### src/common/drs_pkg.sv
// Constants and types of the DDC route selector.
// Assumes a 40 MHz system clock and an active-low synchronous reset.
// Notes on behaviour
// RQ1: Input port 0 is active while its power enable switch is on and idle while it is off.
// RQ2: Input port 1 is active while its power enable switch is on and idle while it is off.
// RQ3: Back termination is applied while the third switch is off and removed while it is on.
// RQ4: The operator leaves the termination switch off, as shipped, unless told otherwise.
// RQ5: Switches 5 and 6, low bit first, pick the output whose DDC channel serves input 0.
// RQ6: Switches 7 and 8, low bit first, pick the output whose DDC channel serves input 1.
// RQ7: The DDC lines of the chosen output are bridged through to the source on that input.
// RQ8: The operator never routes both inputs to the DDC channel of one output.
// RQ9: The green LED is lit while the two DDC selections name different outputs.
// RQ10: The red LED is lit while both DDC selections name the same output.
// RQ11: Switches are synchronised and debounced before use, and both LEDs are never lit together.
`default_nettype none

package drs_pkg;

	// ****************************************************************
	// Switch bank layout (bit n-1 is switch n, 1 means on)
	// ****************************************************************
	localparam int SW_WIDTH = 8;
	localparam int SW_IN0_POWER = 0;
	localparam int SW_IN1_POWER = 1;
	localparam int SW_NO_TERM = 2;
	localparam int SW_IN0_ROUTE_LSB = 4;
	localparam int SW_IN0_ROUTE_MSB = 5;
	localparam int SW_IN1_ROUTE_LSB = 6;
	localparam int SW_IN1_ROUTE_MSB = 7;
	localparam logic [7:0] SW_RESET = 8'h00;

	// ****************************************************************
	// Port counts
	// ****************************************************************
	localparam int NUM_IN = 2;
	localparam int NUM_OUT = 4;
	localparam int NUM_BRG = 4;

	// ****************************************************************
	// Timing
	// ****************************************************************
	localparam int CLK_PERIOD_NS = 25;
	localparam int DEBOUNCE_TIME_US = 1000;
	localparam int DEBOUNCE_CYC = (DEBOUNCE_TIME_US * 1000) / CLK_PERIOD_NS;
	localparam int SETTLE_TIME_NS = 100;
	localparam logic [2:0] SETTLE_CYC = 3'((SETTLE_TIME_NS + CLK_PERIOD_NS - 1) / CLK_PERIOD_NS);

	// ****************************************************************
	// Types
	// ****************************************************************
	// One DDC line pair; the clock line sits in the upper bit
	typedef struct packed {
		logic scl;
		logic sda;
	} drs_ddc_type;

	// Owner of one bridged line
	typedef enum logic [1:0] {
		BRG_IDLE = 2'h0,
		BRG_SRC = 2'h1,
		BRG_SETTLE = 2'h3,
		BRG_DSP = 2'h2
	} drs_brg_type;

endpackage

`default_nettype wire

### src/verilog/drs_route_selector.sv
// DDC route selector: switch debounce, input enables, termination select,
// DDC line bridging both ways between two sources and four displays, collision LEDs.
// Assumes raw switch and DDC pin levels, open-drain pads outside.
`timescale 1ns/1ps
`default_nettype none

module drs_route_selector import drs_pkg::*; #(
	parameter int DEBOUNCE_CYCLES = DEBOUNCE_CYC
) (
	// Clock and reset
	input wire logic clk_sys,
	input wire logic reset_n,
	// Configuration switches, raw
	input wire logic [7:0] input_config_switch_bank,
	// Source side DDC lines
	input wire drs_ddc_type [1:0] src_ddc_in,
	output drs_ddc_type [1:0] src_ddc_out,
	output drs_ddc_type [1:0] src_ddc_oe_n,
	// Display side DDC lines
	input wire drs_ddc_type [3:0] dsp_ddc_in,
	output drs_ddc_type [3:0] dsp_ddc_out,
	output drs_ddc_type [3:0] dsp_ddc_oe_n,
	// Port control
	output logic input0_power_enable,
	output logic input1_power_enable,
	output logic back_termination_enable,
	// Indicators
	output logic led_green,
	output logic led_red
);

	// ****************************************************************
	// State
	// ****************************************************************
	typedef struct packed {
		logic [7:0] sw_s1;
		logic [7:0] sw_s2;
		logic [7:0] sw_last;
		logic [7:0] sw_stable;
		logic [15:0] deb_cnt;
		logic [3:0] src_s1;
		logic [3:0] src_s2;
		logic [7:0] dsp_s1;
		logic [7:0] dsp_s2;
		drs_brg_type [3:0] brg;
		logic [3:0][2:0] settle;
		logic [3:0] src_oe_n;
		logic [7:0] dsp_oe_n;
		logic in0_pwr;
		logic in1_pwr;
		logic term;
		logic green;
		logic red;
	} drs_state_type;

	drs_state_type st;
	drs_state_type next_st;

	localparam logic [15:0] DEB_LAST = 16'(DEBOUNCE_CYCLES - 1);

	// Route of an input port from a switch image
	function automatic logic [1:0] route_of(input logic [7:0] sw, input int port);
		route_of = (port == 0) ? {sw[SW_IN0_ROUTE_MSB], sw[SW_IN0_ROUTE_LSB]}
			: {sw[SW_IN1_ROUTE_MSB], sw[SW_IN1_ROUTE_LSB]};
	endfunction

	logic [1:0] route0;
	logic [1:0] route1;
	logic collide;
	assign route0 = route_of(st.sw_stable, 0);
	assign route1 = route_of(st.sw_stable, 1);
	assign collide = (route0 == route1);

	// ****************************************************************
	// Next state
	// ****************************************************************
	always_comb begin
		logic [1:0] rt;
		logic act;
		logic src_low;
		logic dsp_low;
		logic [2:0] tgt;
		rt = 2'h0;
		act = 1'b0;
		src_low = 1'b0;
		dsp_low = 1'b0;
		tgt = 3'h0;
		next_st = st;

		// Two-stage synchronisers; stage one feeds stage two only
		next_st.sw_s1 = input_config_switch_bank; // RQ11
		next_st.sw_s2 = st.sw_s1;
		next_st.src_s1 = src_ddc_in;
		next_st.src_s2 = st.src_s1;
		next_st.dsp_s1 = dsp_ddc_in;
		next_st.dsp_s2 = st.dsp_s1;

		// Debounce: the bank must hold still for the whole window
		next_st.sw_last = st.sw_s2;
		if (st.sw_s2 != st.sw_last) begin
			next_st.deb_cnt = 16'h0000;
		end else if (st.deb_cnt == DEB_LAST) begin
			next_st.sw_stable = st.sw_s2; // RQ11
		end else begin
			next_st.deb_cnt = st.deb_cnt + 16'h0001;
		end

		next_st.in0_pwr = st.sw_stable[SW_IN0_POWER]; // RQ1
		next_st.in1_pwr = st.sw_stable[SW_IN1_POWER]; // RQ2
		next_st.term = !st.sw_stable[SW_NO_TERM]; // RQ3
		next_st.red = collide; // RQ10
		next_st.green = !collide; // RQ9

		// Line bridges; bridge b is port b/2, line b%2 (1 = clock)
		next_st.dsp_oe_n = 8'hff;
		for (int b = 0; b < NUM_BRG; b++) begin
			rt = (b < 2) ? route0 : route1; // RQ5 RQ6
			act = ((b < 2) ? st.sw_stable[SW_IN0_POWER] : st.sw_stable[SW_IN1_POWER])
				&& !collide;
			tgt = {rt, 1'(b % 2)};
			src_low = !st.src_s2[b];
			dsp_low = !st.dsp_s2[tgt];
			unique case (st.brg[b])
				BRG_IDLE: begin
					if (act && src_low) begin
						next_st.brg[b] = BRG_SRC;
					end else if (act && dsp_low) begin
						next_st.brg[b] = BRG_DSP;
					end
				end
				BRG_SRC: begin
					if (!src_low || !act) begin
						next_st.brg[b] = BRG_SETTLE;
						next_st.settle[b] = SETTLE_CYC;
					end
				end
				BRG_DSP: begin
					if (!dsp_low || !act) begin
						next_st.brg[b] = BRG_SETTLE;
						next_st.settle[b] = SETTLE_CYC;
					end
				end
				BRG_SETTLE: begin
					// Our own released low still echoes through the synchroniser
					if (st.settle[b] == 3'h0) begin
						next_st.brg[b] = BRG_IDLE;
					end else begin
						next_st.settle[b] = st.settle[b] - 3'h1;
					end
				end
			endcase
			next_st.src_oe_n[b] = (next_st.brg[b] != BRG_DSP); // RQ7
			if (next_st.brg[b] == BRG_SRC) begin
				next_st.dsp_oe_n[tgt] = 1'b0; // RQ7
			end
		end
	end

	always_ff @(posedge clk_sys) begin
		if (!reset_n) begin
			st <= '{sw_s1: SW_RESET, sw_s2: SW_RESET, sw_last: SW_RESET,
				sw_stable: SW_RESET, deb_cnt: 16'h0000, src_s1: 4'hf, src_s2: 4'hf,
				dsp_s1: 8'hff, dsp_s2: 8'hff, brg: '{4{BRG_IDLE}}, settle: 12'h000,
				src_oe_n: 4'hf, dsp_oe_n: 8'hff, in0_pwr: 1'b0, in1_pwr: 1'b0,
				term: 1'b0, green: 1'b0, red: 1'b0};
		end else begin
			st <= next_st;
		end
	end

	// ****************************************************************
	// Outputs
	// ****************************************************************
	// Open-drain: the pad value is always low, only the enable moves
	assign src_ddc_out = '0;
	assign dsp_ddc_out = '0;
	assign src_ddc_oe_n = st.src_oe_n;
	assign dsp_ddc_oe_n = st.dsp_oe_n;
	assign input0_power_enable = st.in0_pwr;
	assign input1_power_enable = st.in1_pwr;
	assign back_termination_enable = st.term;
	assign led_green = st.green;
	assign led_red = st.red;
endmodule

`default_nettype wire

### config.mk
export PLATFORM = sky130hd
export DESIGN_NAME = drs_route_selector
export DESIGN_NICKNAME = d
export VERILOG_FILES = /design/src/common/drs_pkg.sv /design/src/verilog/drs_route_selector.sv
export SDC_FILE = /design/constraint.sdc
export NUM_CORES = 1
export LEC_CHECK = 0
export BUFFER_PORTS_ARGS = -buffer_cell sky130_fd_sc_hd__buf_2
export CELL_PAD_IN_SITES_DETAIL_PLACEMENT = 0
export CELL_PAD_IN_SITES_GLOBAL_PLACEMENT = 1
export CORE_ASPECT_RATIO = 0.5
export CORE_MARGIN = 2
export CORE_UTILIZATION = 45
export CTS_CLUSTER_SIZE = 30
export DETAILED_ROUTE_END_ITERATION = 10
export GPL_ROUTABILITY_DRIVEN = 0
export PLACE_DENSITY = 0.77
export SYNTH_ARGS = -nofsm -noshare
export SYNTH_HDL_FRONTEND = slang
export SYNTH_SLANG_ARGS = --single-unit
### constraint.sdc
create_clock -name clk_sys -period 2.7 [get_ports clk_sys]
set_clock_uncertainty 0.1 [all_clocks]
set_input_delay 0.405 -clock clk_sys [delete_from_list [all_inputs] [get_ports clk_sys]]
set_output_delay 0.405 -clock clk_sys [all_outputs]
set_load 0.02 [all_outputs]
==> flow_summary_export.csv <==
group,metric,value,unit
status,status,"finished, final reports clean",
cts,cts_resized,0,
floorplanning,coreArea,0.0102,sq mm
power_and_ir_drop,vdd_drop_max,0.292,mV
timing,finalCriticalPeriod,2320,ps
drt,drt_iter0_markers,167,
timing,max_freq,430,MHz
grt,grt_overflow,0,
drt,drc,0,
grt,grt_pass1_wl,14300,microns
power_and_ir_drop,p_per_area,635,mW/mm^2
logic_synthesis,synth_cell_types,62,
logic_synthesis,ys_ff_latch,108,
logic_synthesis,yosysSeqAreaShare,0.460,
cts,clock_latency,350,ps
cts,cts_tree,"built",
timing,fin_setup_tns,0,ps
logic_synthesis,synth_ff_type,"dfxtp_1",
logic_synthesis,synth_top_area_frac,0.460,
final_layout,final_cells,658,
drt,ant_nets,0,
final_layout,finish.net_count,552,
logic_synthesis,ys_warn_count,0,
logic_synthesis,yosysMostFrequentCell,"dfxtp_1",
cts,cts_max_level,3,
logic_synthesis,syn_area,0.00470,sq mm
cts,cts_hold_buf,0,
drt,vias_per_cell,4.96,
final_layout,diodes,0,
grt,grt_antenna_before_repair,0,
logic_synthesis,ys_top_cells_by_count,"108 x dfxtp_1, 40 x nor2_1, 34 x nand2b_1",
drt,drt_first_pass_iters,5,
logic_synthesis,synth.area.top_cells,"dfxtp_1 46%, ha_1 4.5%, nand2b_1 4.5%",
floorplanning,rows,26,
floorplanning,die_y,76.3,microns
timing,setup_viol,0,
critical_path,start_kind,"flip-flop",
floorplanning,ios,51,
critical_path,path_cells,"xnor2_4, a211oi_1, nor2_1, a2111oi_4, a31oi_1",
critical_path,arrival,2440,ps
final_layout,area_growth,10.8,%
critical_path,path_class,"flip-flop to flip-flop",
cts,cts-root-buf,"clkbuf_16",
power_and_ir_drop,p_total,3310,uW
grt,grt_max_degree,38,
timing,setup_ws,377,ps
critical_path,slowest_delay,680,ps
timing,slew_viol_final,0,
drt,wl_per_cell,13.1,microns
cts,clk_pin_slew,70,ps
critical_path,worstSetupEndpointType,"flip-flop",
critical_path,crit_path_top_delay_cell,"dfxtp_1",
floorplanning,die-area,0.0113,sq mm
logic_synthesis,syn-instance-count,483,
logic_synthesis,avgSynthCellArea,9.74,sq um
timing,tightest_slew,567,ps
final_layout,fin_util,0.512,
grt,grt_pass1_vias,3069,
place,place_hpwl,6170,microns
logic_synthesis,yosys.area.top_type,"dfxtp_1",
grt,grt_usage,0.160,
power_and_ir_drop,p_leak,0.00206,uW
floorplanning,start_util,0.462,
timing,relSlewSlack,0.621,
final_layout,fillers,962,
floorplanning,fp.dieW,149,microns
logic_synthesis,synth_edf_count,0,
cts,clockBufferDepth,2,
flow_run,max-cap-violations,0,
drt,num_vias,3263,
cts,post_cts_buffers,0,
place,dp_cells,642,
final_layout,drive_gt1_frac,0.158,
min_path,min_path_type,"input pin to flip-flop",
logic_synthesis,async_reset_ff_frac,0,
cts,cts_buffers,9,
timing,finalHoldViolCount,0,
drt,drt_wl_total,8610,microns
timing,rsz0062_at_grt,"no",
critical_path,critPathMaxFanout,11,
cts,clock_sinks,108,
place,dp_slack,411,ps
critical_path,worstPathRequired,2810,ps
place,port_buffers,38,
timing,timing.final.crit_share,0.860,
area by class of cell:
cell class / count / area, sq um / area share
multi-input cells: 324 / 2240 / 0.431
repair buffers: 48 / 265 / 0.0509
flip-flops and latches: 108 / 2160 / 0.415
well taps: 140 / 175 / 0.0336
clock buffers: 9 / 225 / 0.0432
clock inverters: 7 / 55.1 / 0.0106
inverters: 22 / 82.6 / 0.0159
per-layer routing:
layer  vias up  GRT usage  part of all wire  routed length (microns)
li1       1688          -                 -                        -
met2        59      0.256              0.44                     3820
met5         -          0                 0                        0
met4         0     0.0514            0.0064                       55
met3         5     0.0461             0.044                      382
met1      1511      0.210              0.51                     4350
kinds of logic (layout without fill, tap and decap cells):
group,after synthesis,count (layout),share of synthesized area
DFF,108,108,0.460
AOI/OAI and AO/OA,70,70,0.107
and+or+nand+nor,187,187,0.221
other,1,12,0.000798
muxes,15,15,0.0426
xor gates and xnor gates,23,23,0.0524
buffers and inverters,62,86,0.0716
adders and majority gates,17,17,0.0452
critical path: cells and delay by family (launching register included):
kind,cells,cell delay (ps)
simple gates,1,140
xor+xnor,1,240
flops,1,680
compound gates,3,1030
power breakdown:
group          total [uW]  leakage, uW  switching (uW)  internal (uW)
clock                1250     0.000139             607            639
combinational         338      0.00104             194            144
sequential           1720     0.000883            56.8           1670
sequential cells by signal (all words and copies together) (netlist names):
register,count
back_termination_enable,1
dsp_ddc_oe_n,8
input0_power_enable,1
input1_power_enable,1
led_green,1
led_red,1
next_st,30
route0,2
route1,2
src_ddc_oe_n,4
st,57
metrics by stage:
stage                     area [sq um]  hold slack [ps]
after global placement            4930              288
after detailed placement          4930              295
after global routing              5210              118
after CTS                         5210              117
after floorplan                   4740              286
final                             5210              133
layout by cell type, fill, tap and decap left out, types with 3 or more instances in the layout:
| cell type | count |
|---|---|
| or3_1 | 3 |
| nand2b_1 | 34 |
| clkbuf_16 | 9 |
| nor4_1 | 4 |
| nand2_1 | 15 |
| conb_1 | 12 |
| mux2i_1 | 11 |
| o31ai_1 | 4 |
| buf_2 | 38 |
| o21ai_0 | 7 |
| dfxtp_1 | 108 |
| inv_6 | 3 |
| and2_1 | 28 |
| nand3_1 | 14 |
| and3_1 | 3 |
| a31oi_1 | 7 |
| nor2b_1 | 3 |
| xor2_1 | 15 |
| xnor2_1 | 5 |
| nor3b_1 | 4 |
| nand4_1 | 7 |
| nor2_1 | 40 |
| mux4_2 | 4 |
| a211oi_1 | 5 |
| buf_4 | 10 |
| nor3_1 | 18 |
| ha_1 | 17 |
| inv_1 | 21 |
| a21oi_1 | 24 |
final timing paths:
path | startpoint | end | slack [ps] | cells past startpoint
min | src_ddc_in[2] | next_st[55] | 130 | 2
max | route1[1] | dsp_ddc_oe_n[5] | 380 | 5
max reg2reg | route1[1] | dsp_ddc_oe_n[5] | 380 | 5
min reg2reg | next_st[44] | st[44] | 310 | 1
(Power assumes the default switching activity.)
